**src/common/sic_pkg.sv**
```systemverilog
// Purpose: Shared constants and types for the scan interface control regs.
// Assumes: APB slave, 32-bit data, one aligned word per register.
// Notes:   Bit positions follow the two 16-bit control registers.
package sic_pkg;

  // ==========================================================
  // Register map
  // ==========================================================
  localparam int ADDR_W = 8;
  localparam logic [ADDR_W-1:0] CTRL_ONE_ADDR = 8'h00;
  localparam logic [ADDR_W-1:0] CTRL_TWO_ADDR = 8'h04;
  localparam logic [ADDR_W-1:0] IRQ_STS_ADDR = 8'h08;
  localparam logic [ADDR_W-1:0] IRQ_MSK_ADDR = 8'h0c;

  // ==========================================================
  // First control register fields
  // ==========================================================
  localparam int ENABLE_BIT = 0;
  localparam int TEST_BIT = 1;
  localparam int FLAG0_BIT = 2;
  localparam int ONE_W = 3;

  // ==========================================================
  // Second control register fields
  // ==========================================================
  localparam int DAC_FORCE_BIT = 15;
  localparam int CMP_FORCE_BIT = 14;
  localparam int CMP_INV_BIT = 13;
  localparam int CMP_GRP_BIT = 12;
  localparam int SINGLE_SEL_BIT = 11;
  localparam int FIX3_SEL_BIT = 10;
  localparam int CAP_GND_BIT = 9;
  localparam int MID_SUP_BIT = 8;
  localparam int SH_EN_BIT = 7;
  localparam int EXC_EN_BIT = 6;
  localparam int TCH1_LSB = 4;
  localparam int TCH0_LSB = 2;
  localparam int TWO_LSB = 2;
  localparam int TWO_MSB = 15;

  // ==========================================================
  // Interrupt status and mask layout
  // ==========================================================
  localparam int IRQ_FLAG_BIT = 0;
  localparam int IRQ_TEST_BIT = 1;
  localparam int IRQ_W = 2;

  // ==========================================================
  // Reset values
  // ==========================================================
  localparam logic [ONE_W-1:0] ONE_RST = 3'h0;
  localparam logic [TWO_MSB:TWO_LSB] TWO_RST = 14'h0000;
  localparam logic [IRQ_W-1:0] IRQ_RST = 2'h0;
  localparam logic [31:0] RDATA_RST = 32'h0000_0000;

  typedef enum logic [2:0] {
    SIC_R_ONE,
    SIC_R_TWO,
    SIC_R_STS,
    SIC_R_MSK,
    SIC_R_NONE
  } sic_reg_t;

  typedef struct packed {
    logic [ONE_W-1:0] one;
    logic [TWO_MSB:TWO_LSB] two;
    logic [IRQ_W-1:0] sts;
    logic [IRQ_W-1:0] msk;
    logic [31:0] rdata;
    logic slverr;
  } sic_state_t;

endpackage : sic_pkg

```
**src/logic/sic_comp_mux.sv**
```systemverilog
// Purpose: Comparator input selection and output polarity.
// Assumes: Analog inputs are modelled as single digital levels.
// Notes:   Purely combinational; a test cycle uses the test channel fields.
module sic_comp_mux
  import sic_pkg::*;
(
  input wire logic grp_in,
  input wire logic single_in,
  input wire logic fix3_in,
  input wire logic invert_in,
  input wire logic test_active_in,
  input wire logic test_chan_in,
  input wire logic [1:0] tch1_sel_in,
  input wire logic [1:0] tch0_sel_in,
  input wire logic [1:0] chan_sel_in,
  input wire logic [3:0] sensor_in,
  input wire logic [3:0] alt_in,
  input wire logic common_in,
  input wire logic comp_raw_in,
  output logic comp_in_out,
  output logic comp_result_out
);

  // Index 3 of the sensor group is alternate input 3 in both groups.
  function automatic logic pick(input logic grp, input logic [1:0] idx,
                                input logic [3:0] sens,
                                input logic [3:0] alt);
    if (grp || idx == 2'h3) begin
      pick = alt[idx];
    end else begin
      pick = sens[idx];
    end
  endfunction : pick

  // ==========================================================
  // Input selection
  // ==========================================================
  // A test cycle overrides the normal path so both test channels can be
  // sampled without disturbing the configured scan selection.
  always_comb begin
    if (test_active_in) begin
      comp_in_out = pick(grp_in, test_chan_in ? tch1_sel_in : tch0_sel_in,
                         sensor_in, alt_in); // [RQ12]
    end else if (!grp_in) begin
      comp_in_out = pick(1'b0, chan_sel_in, sensor_in, alt_in); // [RQ9]
    end else if (single_in) begin
      comp_in_out = common_in; // [RQ10]
    end else if (fix3_in) begin
      comp_in_out = alt_in[3]; // [RQ11]
    end else begin
      comp_in_out = pick(1'b1, chan_sel_in, sensor_in, alt_in); // [RQ11]
    end
  end

  // Output polarity.
  assign comp_result_out = comp_raw_in ^ invert_in; // [RQ8]

endmodule : sic_comp_mux

```
**src/logic/sic_regs.sv**
```systemverilog
// Purpose: Control registers of the scan interface behind an APB slave.
// Assumes: Single clock; all inputs synchronous to ref_clk_in.
// Notes:   Reads answer in the access phase with no wait state.
// Notes on behaviour
// [RQ1] Channel event sets the event flag.
// [RQ2] Software clears the flag by writing zero.
// [RQ3] Writing one requests one test cycle.
// [RQ4] Test request self-clears when cycle finishes.
// [RQ5] Bit zero enables the whole interface.
// [RQ6] DAC force bit keeps DAC powered.
// [RQ7] Otherwise DAC follows timing machine.
// [RQ8] Invert bit flips comparator output polarity.
// [RQ9] Group zero routes selected sensor channel; the code routes alternate input 3 instead when the index is 3.
// [RQ10] Single select feeds the common alternate input.
// [RQ11] Fixed bit picks alternate input three.
// [RQ12] Test channel fields pick sampled inputs.
// [RQ13] Low bits report test channel results.
// [RQ14] Mid supply on only without sample-hold.
// [RQ15] Reset clears all writable control bits.
module sic_regs
  import sic_pkg::*;
(
  input wire logic ref_clk_in,
  input wire logic rstn_in,
  // APB slave.
  input wire logic psel_in,
  input wire logic penable_in,
  input wire logic pwrite_in,
  input wire logic [ADDR_W-1:0] paddr_in,
  input wire logic [31:0] pwdata_in,
  output logic pready_out,
  output logic [31:0] prdata_out,
  output logic pslverr_out,
  // Timing and flag logic.
  input wire logic channel_event_in,
  input wire logic test_cycle_done_in,
  input wire logic test_active_in,
  input wire logic test_chan_in,
  input wire logic tsm_dac_on_in,
  input wire logic tsm_cmp_on_in,
  input wire logic [1:0] chan_sel_in,
  // Analog front end.
  input wire logic [3:0] sensor_channels_in,
  input wire logic [3:0] alternate_inputs_in,
  input wire logic common_alternate_input_in,
  input wire logic comp_raw_in,
  input wire logic test_ch1_result_in,
  input wire logic test_ch0_result_in,
  output logic interface_enable_out,
  output logic test_insert_req_out,
  output logic scan_event_flag0_out,
  output logic dac_power_out,
  output logic cmp_power_out,
  output logic cap_ground_out,
  output logic mid_supply_out,
  output logic sample_hold_out,
  output logic excitation_out,
  output logic comp_in_out,
  output logic comp_result_out,
  output logic irq_out
);

  // ==========================================================
  // Address decode
  // ==========================================================
  // Shared by the read and write paths so both agree on the map.
  function automatic sic_reg_t dec(input logic [ADDR_W-1:0] a);
    case (a)
      CTRL_ONE_ADDR: dec = SIC_R_ONE;
      CTRL_TWO_ADDR: dec = SIC_R_TWO;
      IRQ_STS_ADDR: dec = SIC_R_STS;
      IRQ_MSK_ADDR: dec = SIC_R_MSK;
      default: dec = SIC_R_NONE;
    endcase
  endfunction : dec

  sic_state_t state_q;
  sic_state_t state_d;
  logic setup_w;
  logic wr_w;
  sic_reg_t wsel_w;
  sic_reg_t rsel_w;
  logic test_done_w;

  // Bus phases; a write lands only at the completing access edge.
  assign setup_w = psel_in && !penable_in;
  assign wr_w = psel_in && penable_in && pwrite_in;
  assign wsel_w = dec(paddr_in);
  assign rsel_w = dec(paddr_in);
  assign test_done_w = state_q.one[TEST_BIT] && test_cycle_done_in;

  // ==========================================================
  // Next state
  // ==========================================================
  always_comb begin
    state_d = state_q;
    // Writable control bits.
    if (wr_w && wsel_w == SIC_R_ONE) begin
      state_d.one = pwdata_in[ONE_W-1:0]; // [RQ3] [RQ5]
    end
    if (wr_w && wsel_w == SIC_R_TWO) begin
      state_d.two = pwdata_in[TWO_MSB:TWO_LSB];
    end
    if (wr_w && wsel_w == SIC_R_MSK) begin
      state_d.msk = pwdata_in[IRQ_W-1:0];
    end
    // Self-clear after the test cycle; a new write of one in the same
    // cycle wins so that request is not lost.
    if (test_done_w && !(wr_w && wsel_w == SIC_R_ONE
                         && pwdata_in[TEST_BIT])) begin
      state_d.one[TEST_BIT] = 1'b0; // [RQ4]
    end
    // Flag is sticky; only a software write of zero clears it, and a
    // simultaneous event keeps it set.
    if (channel_event_in) begin
      state_d.one[FLAG0_BIT] = 1'b1; // [RQ1] [RQ2]
    end
    // Interrupt status: write one to clear, set wins over clear.
    if (wr_w && wsel_w == SIC_R_STS) begin
      state_d.sts = state_q.sts & ~pwdata_in[IRQ_W-1:0];
    end
    if (channel_event_in) begin
      state_d.sts[IRQ_FLAG_BIT] = 1'b1;
    end
    if (test_done_w) begin
      state_d.sts[IRQ_TEST_BIT] = 1'b1;
    end
    // Read data is captured in the setup phase so prdata is a flop.
    if (setup_w) begin
      state_d.rdata = RDATA_RST;
      state_d.slverr = (rsel_w == SIC_R_NONE);
      case (rsel_w)
        SIC_R_ONE: state_d.rdata[ONE_W-1:0] = state_q.one;
        SIC_R_TWO: begin
          state_d.rdata[TWO_MSB:TWO_LSB] = state_q.two;
          state_d.rdata[1] = test_ch1_result_in; // [RQ13]
          state_d.rdata[0] = test_ch0_result_in; // [RQ13]
        end
        SIC_R_STS: state_d.rdata[IRQ_W-1:0] = state_q.sts;
        SIC_R_MSK: state_d.rdata[IRQ_W-1:0] = state_q.msk;
        default: state_d.rdata = RDATA_RST;
      endcase
    end
  end

  // ==========================================================
  // State register
  // ==========================================================
  always_ff @(posedge ref_clk_in) begin
    if (!rstn_in) begin
      state_q.one <= ONE_RST; // [RQ15]
      state_q.two <= TWO_RST; // [RQ15]
      state_q.sts <= IRQ_RST;
      state_q.msk <= IRQ_RST;
      state_q.rdata <= RDATA_RST;
      state_q.slverr <= 1'b0;
    end else begin
      state_q <= state_d;
    end
  end

  // ==========================================================
  // Outputs
  // ==========================================================
  // Zero wait states keep the bus simple; the capture in setup costs
  // nothing because APB always has a setup cycle.
  assign pready_out = psel_in && penable_in;
  assign prdata_out = state_q.rdata;
  assign pslverr_out = psel_in && penable_in && state_q.slverr;
  assign interface_enable_out = state_q.one[ENABLE_BIT]; // [RQ5]
  assign test_insert_req_out = state_q.one[TEST_BIT]; // [RQ3]
  assign scan_event_flag0_out = state_q.one[FLAG0_BIT];
  // Force bits override the timing machine requests.
  assign dac_power_out = state_q.two[DAC_FORCE_BIT]
                         || tsm_dac_on_in; // [RQ6] [RQ7]
  assign cmp_power_out = state_q.two[CMP_FORCE_BIT] || tsm_cmp_on_in;
  assign cap_ground_out = state_q.two[CAP_GND_BIT];
  assign mid_supply_out = state_q.two[MID_SUP_BIT]
                          && !state_q.two[SH_EN_BIT]; // [RQ14]
  assign sample_hold_out = state_q.two[SH_EN_BIT];
  assign excitation_out = state_q.two[EXC_EN_BIT];
  assign irq_out = |(state_q.sts & state_q.msk);

  // Comparator routing lives in its own module.
  sic_comp_mux u_mux (
    .grp_in(state_q.two[CMP_GRP_BIT]),
    .single_in(state_q.two[SINGLE_SEL_BIT]),
    .fix3_in(state_q.two[FIX3_SEL_BIT]),
    .invert_in(state_q.two[CMP_INV_BIT]),
    .test_active_in(test_active_in),
    .test_chan_in(test_chan_in),
    .tch1_sel_in(state_q.two[TCH1_LSB+1:TCH1_LSB]),
    .tch0_sel_in(state_q.two[TCH0_LSB+1:TCH0_LSB]),
    .chan_sel_in(chan_sel_in),
    .sensor_in(sensor_channels_in),
    .alt_in(alternate_inputs_in),
    .common_in(common_alternate_input_in),
    .comp_raw_in(comp_raw_in),
    .comp_in_out(comp_in_out),
    .comp_result_out(comp_result_out)
  );

  logic one_wr_w;
  assign one_wr_w = wr_w && wsel_w == SIC_R_ONE;
endmodule : sic_regs

```
**config.mk**
```make
export PLATFORM = sky130hd
export DESIGN_NAME = sic_regs
export DESIGN_NICKNAME = d
export VERILOG_FILES = /design/src/common/sic_pkg.sv /design/src/logic/sic_comp_mux.sv /design/src/logic/sic_regs.sv
export SDC_FILE = /design/constraint.sdc
export NUM_CORES = 1
export LEC_CHECK = 0
export BUFFER_PORTS_ARGS = -buffer_cell sky130_fd_sc_hd__buf_2
export CAP_MARGIN = 20
export CELL_PAD_IN_SITES_DETAIL_PLACEMENT = 1
export CELL_PAD_IN_SITES_GLOBAL_PLACEMENT = 1
export CORE_MARGIN = 8
export CORE_UTILIZATION = 34
export CTS_CLUSTER_DIAMETER = 120
export DETAILED_ROUTE_END_ITERATION = 8
export GPL_TIMING_DRIVEN = 0
export PLACE_DENSITY_LB_ADDON = 0.1
export SLEW_MARGIN = 25
export SYNTH_ARGS = -nofsm -noshare
export SYNTH_HDL_FRONTEND = slang
export SYNTH_SLANG_ARGS = --single-unit
```
**constraint.sdc**
```tcl
create_clock -name ref_clk_in -period 4.5 [get_ports ref_clk_in]
set_input_delay 0.225 -clock ref_clk_in [delete_from_list [all_inputs] [get_ports ref_clk_in]]
set_output_delay 0.225 -clock ref_clk_in [all_outputs]
set_load 0.03 [all_outputs]
```
==> flow_summary.html <==
<table>
<tr><th>Metric</th><th>Value</th></tr>
<tr><th colspan="2">Final layout</th></tr>
<tr><td>Number of nets in the layout</td><td>365</td></tr>
<tr><td>Synthesis-to-finish area growth</td><td>32.0%</td></tr>
<tr><td># diodes</td><td>0</td></tr>
<tr><td>Fraction of layout cells with a size suffix above 1</td><td>43.5%</td></tr>
<tr><td>Final instance count without filler cells</td><td>376</td></tr>
<tr><th colspan="2">Global routing</th></tr>
<tr><td>Initial antenna violation count</td><td>0</td></tr>
<tr><td>Global-route wire length before repair</td><td>9.41 mm</td></tr>
<tr><td>Total congestion overflow after global routing</td><td>0</td></tr>
<tr><td>GRT Util Overall</td><td>13.6%</td></tr>
<tr><td>Via count of the first global-routing pass</td><td>1,920</td></tr>
<tr><td>Pin count of the biggest net entering global routing</td><td>12</td></tr>
<tr><th colspan="2">STA</th></tr>
<tr><td>Total negative slack for setup checks</td><td>0 ns</td></tr>
<tr><td>Final-layout worst hold slack</td><td>0.184 ns</td></tr>
<tr><td>Actual transition at the worst max-transition pin</td><td>0.514 ns</td></tr>
<tr><td>Clock period minus final worst setup slack</td><td>2.29 ns</td></tr>
<tr><td>Final Hold Viols</td><td>0</td></tr>
<tr><td>Fin Clk Skew</td><td>0.00667 ns</td></tr>
<tr><td>Crit path setup slack, layout</td><td>2.21 ns</td></tr>
<tr><td>Achievable frequency</td><td>0.438 GHz</td></tr>
<tr><td>Setup repair after global routing missed its margin</td><td>no</td></tr>
<tr><td>Max-slew violation count</td><td>0</td></tr>
<tr><td>Fin crit share</td><td>50.8%</td></tr>
<tr><td>Relative max-transition margin</td><td>65.7%</td></tr>
<tr><td>Final Setup Violations</td><td>0</td></tr>
<tr><th colspan="2">Power</th></tr>
<tr><td>Share of power burned in combinational logic</td><td>14.1%</td></tr>
<tr><td>Relative contribution of sequential cells to total power</td><td>46.8%</td></tr>
<tr><td>Max IR drop VDD</td><td>0.130 mV</td></tr>
<tr><td>Leakage component of the power</td><td>1.32 nW</td></tr>
<tr><td>Portion of total power attributed to the clock network</td><td>39.0%</td></tr>
<tr><td>Fraction of power spent switching nets</td><td>24.3%</td></tr>
<tr><td>Cell internal pwr</td><td>0.000549 W</td></tr>
<tr><td>Pwr Total</td><td>0.000725 W</td></tr>
<tr><td>Power per standard cell area</td><td>274 nW/µm²</td></tr>
<tr><td>Switching power</td><td>0.000176 W</td></tr>
<tr><th colspan="2">Drt</th></tr>
<tr><td>Routed len/inst</td><td>15.4 µm</td></tr>
<tr><td>Post-route DRC</td><td>0</td></tr>
<tr><td>Vias after detailed routing</td><td>1,723</td></tr>
<tr><td>Count of nets left with antenna violations after detail routing</td><td>0</td></tr>
<tr><td>Per-cell via count in the routed design</td><td>4.58</td></tr>
<tr><td>Routed WL</td><td>5.78 mm</td></tr>
<tr><td>Number of detailed-route iterations in the first pass</td><td>4</td></tr>
<tr><td>Initial DRC Count</td><td>28</td></tr>
<tr><th colspan="2">Logic synthesis</th></tr>
<tr><td>Xor/xnor share of the synthesized area</td><td>0.436%</td></tr>
<tr><td>Distinct cell type count after synthesis</td><td>36</td></tr>
<tr><td>Number of instances in the synthesized netlist</td><td>201</td></tr>
<tr><td>Top cells by area in the synthesized netlist</td><td>sky130_fd_sc_hd__dfxtp_1 (38%), sky130_fd_sc_hd__buf_4 (12%), sky130_fd_sc_hd__nor2b_1 (9.4%), sky130_fd_sc_hd__mux2i_1 (9.0%), sky130_fd_sc_hd__mux4_2 (5.6%)</td></tr>
<tr><td>Library cell with the largest summed area after synthesis</td><td>sky130_fd_sc_hd__dfxtp_1</td></tr>
<tr><td>Multiplexer share of the synthesized area</td><td>17.0%</td></tr>
<tr><td>Compound-gate portion of the synthesized area</td><td>10.2%</td></tr>
<tr><td>Synthesized-area fraction occupied by adder cells</td><td>0%</td></tr>
<tr><td>Synthesis Warnings</td><td>0</td></tr>
<tr><td>Synth Area per Inst</td><td>9.98 µm²</td></tr>
<tr><td>Combinational family with the most area after synthesis</td><td>simple AND/OR/NAND/NOR gates</td></tr>
<tr><td>Area share of and/or/nand/nor cells after synthesis</td><td>20.7%</td></tr>
<tr><td>Synthesis-stage register bit count</td><td>38</td></tr>
<tr><td>Post-synthesis instance area</td><td>2010 µm²</td></tr>
<tr><td>Proportion of synthesized chip area in sequential cells</td><td>37.9%</td></tr>
<tr><td>Proportion of netlist area held by the largest area contributor</td><td>37.9%</td></tr>
<tr><th colspan="2">CTS</th></tr>
<tr><td>CTS Sinks</td><td>38</td></tr>
<tr><td>Clock root buffer</td><td>sky130_fd_sc_hd__clkbuf_8</td></tr>
<tr><td>TritonCTS buffer count</td><td>5</td></tr>
<tr><td>Number of levels in the clock H-tree</td><td>2</td></tr>
<tr><td>Count of instances resized after the clock tree is built</td><td>0</td></tr>
<tr><td>Clock tree from TritonCTS</td><td>done</td></tr>
<tr><td>Hold buffers post-CTS</td><td>0</td></tr>
<tr><td>Largest buffer count on any clock path</td><td>2</td></tr>
<tr><td>Clock latency reported for the late side of the worst-skew pair</td><td>0.29 ns</td></tr>
<tr><td>Post-CTS repair timing setup buffer count</td><td>0</td></tr>
<tr><td>Clock-pin slew reported for the worst setup and hold paths after clock tree synthesis</td><td>0.08 ns</td></tr>
<tr><th colspan="2">Floorplan</th></tr>
<tr><td>Width of the die</td><td>92.8 µm</td></tr>
<tr><td>Overall die area</td><td>8620 µm²</td></tr>
<tr><td>Height of the die</td><td>92.8 µm</td></tr>
<tr><td>Number of cell rows</td><td>28</td></tr>
<tr><td>Effective utilization at floorplan</td><td>34.5%</td></tr>
<tr><td>Floorplan Core Area</td><td>5820 µm²</td></tr>
<tr><td>Ports</td><td>111</td></tr>
<tr><th colspan="2">Setup path</th></tr>
<tr><td>Series of cell instances along the critical path</td><td>mux2i_1 -&gt; mux4_2 -&gt; mux2_4 -&gt; a22o_1 -&gt; buf_2</td></tr>
<tr><td>Number of buffer and inverter stages on the critical path</td><td>1</td></tr>
<tr><td>Startpoint Class</td><td>flop</td></tr>
<tr><td>Data required time at the worst endpoint</td><td>4.28 ns</td></tr>
<tr><td>CP max FO</td><td>3</td></tr>
<tr><td>Kind of cell adding the most delay to the critical path</td><td>multiplexers</td></tr>
<tr><td>Critical path depth in cells</td><td>5</td></tr>
<tr><td>Cell depth of the worst flop-to-flop path</td><td>3</td></tr>
<tr><td>Data arrival, critical path</td><td>2.06 ns</td></tr>
<tr><td>Worst setup EP type</td><td>output pin</td></tr>
<tr><td>Worst path max stage delay</td><td>0.56 ns</td></tr>
<tr><td>Slowest cell on crit path</td><td>sky130_fd_sc_hd__mux4_2</td></tr>
<tr><td>Class of the most critical setup path</td><td>reg -&gt; out</td></tr>
<tr><th colspan="2">Placed design</th></tr>
<tr><td>Placement-stage worst setup slack</td><td>2.41 ns</td></tr>
<tr><td>Detailed placement HPWL</td><td>4.66 mm</td></tr>
<tr><td>Placed insts</td><td>368</td></tr>
<tr><td>GPL Wtd Cong</td><td>0.768</td></tr>
<tr><td>IO buf count</td><td>77</td></tr>
<tr><th colspan="2">Hold path</th></tr>
<tr><td>Hold Path Class</td><td>in -&gt; reg</td></tr>
<tr><td>Hold path depth</td><td>3</td></tr>
<tr><th colspan="2">Flow run</th></tr>
<tr><td>Max capacitance violation total</td><td>0</td></tr>
<tr><th colspan="2">Status</th></tr>
<tr><td>Status</td><td>complete, no violations</td></tr>
</table>
-- power by group through the flow --
stage | Combinational (W) | Sequential, W | Clock [W]
3_3_place_gp | 0.000101 | 0.000347 | 0
5_1_grt | 0.000111 | 0.000339 | 0.000304
4_1_cts | 0.000102 | 0.000339 | 0.000289
2_1_floorplan | 0.0000620 | 0.000348 | 0
6_report | 0.000102 | 0.000339 | 0.000283
3_5_place_dp | 0.000102 | 0.000347 | 0
-- final timing paths --
kind	start	to	slack [ns]
setup / recovery	state_q[39]	comp_in_out	2.21
hold / removal	pwdata_in[3]	state_q[38]	0.18
setup reg to reg	state_q[34]	prdata_out[1]	3.42
hold reg to reg	prdata_out[1]	prdata_out[1]	0.47
-- worst register-to-register path, cell delays in order (launching register included) --
cell                       delay (ns)
sky130_fd_sc_hd__dfxtp_1         0.33
sky130_fd_sc_hd__mux4_2          0.47
sky130_fd_sc_hd__nand3_1         0.10
sky130_fd_sc_hd__a21boi_0        0.08
-- layout make-up --
cell class | count | area, µm²
fill | 751 | 3170
multi-input combinational | 138 | 1030
tap | 75 | 93.8
sequential | 38 | 761
buffer | 40 | 273
timing repair buffer | 77 | 385
clock inverter | 1 | 30.0
clock buffer | 7 | 76.3
-- logic make-up after synthesis --
| group | count (synthesis) |
|---|---|
| multiplexers | 27 |
| buffers and inverters | 40 |
| XOR/XNOR | 1 |
| AO/OA/AOI/OAI | 27 |
| AND/OR/NAND/NOR | 67 |
| other | 1 |
| flip-flops | 38 |
-- metal layers --
metal / wire (µm) / up-vias / global-route usage [%]
met5: 0 / - / 0
met4: 46 / 0 / 3.89
met3: 398 / 4 / 5.02
met2: 2870 / 52 / 23.8
met1: 2460 / 807 / 15.1
li1: - / 860 / -
-- registers in the layout (all words and copies together) (netlist names) --
register              flops
prdata_out               16
state_q                  16
cap_ground_out            1
excitation_out            1
interface_enable_out      1
sample_hold_out           1
scan_event_flag0_out      1
test_insert_req_out       1
-- Yosys cell counts, drive strengths merged --
library cell   n
a22oi         13
nand3b         2
nand4          3
and3b          1
a41oi          1
nand2b         1
nor4           1
a31oi          1
mux4           5
a21boi         4
and4b          1
a31o           1
and3           1
xor2           1
dfxtp         38
mux2           4
clkbuf         6
and2           2
o21ai          3
o311a          1
a22o           2
nor2           4
and4           2
nand2          9
nor2b         30
mux2i         18
nand3          6
nor3           2
or2            2
buf           34
conb           1
o211a          1
-- placed cells by master (no fill, tap or decap), types with 4 or more instances in the layout --
| cell | instances |
|---|---|
| sky130_fd_sc_hd__a21boi_0 | 4 |
| sky130_fd_sc_hd__clkbuf_1 | 8 |
| sky130_fd_sc_hd__nand3_1 | 5 |
| sky130_fd_sc_hd__nor2_1 | 4 |
| sky130_fd_sc_hd__buf_4 | 32 |
| sky130_fd_sc_hd__nand2_1 | 9 |
| sky130_fd_sc_hd__mux4_2 | 5 |
| sky130_fd_sc_hd__conb_1 | 16 |
| sky130_fd_sc_hd__nor2b_1 | 30 |
| sky130_fd_sc_hd__mux2i_1 | 18 |
| sky130_fd_sc_hd__clkbuf_8 | 5 |
| sky130_fd_sc_hd__dfxtp_1 | 38 |
| sky130_fd_sc_hd__a22oi_1 | 13 |
| sky130_fd_sc_hd__buf_2 | 79 |
-- stage by stage --
stage                     area (µm²)  util (%)
after floorplan                 2060         -
after global placement          2540      43.7
after detailed placement        2540      43.7
after CTS                       2650      45.5
after global routing            2650      45.5
final                           2650      45.5
Power figures use the tool's default switching activity.
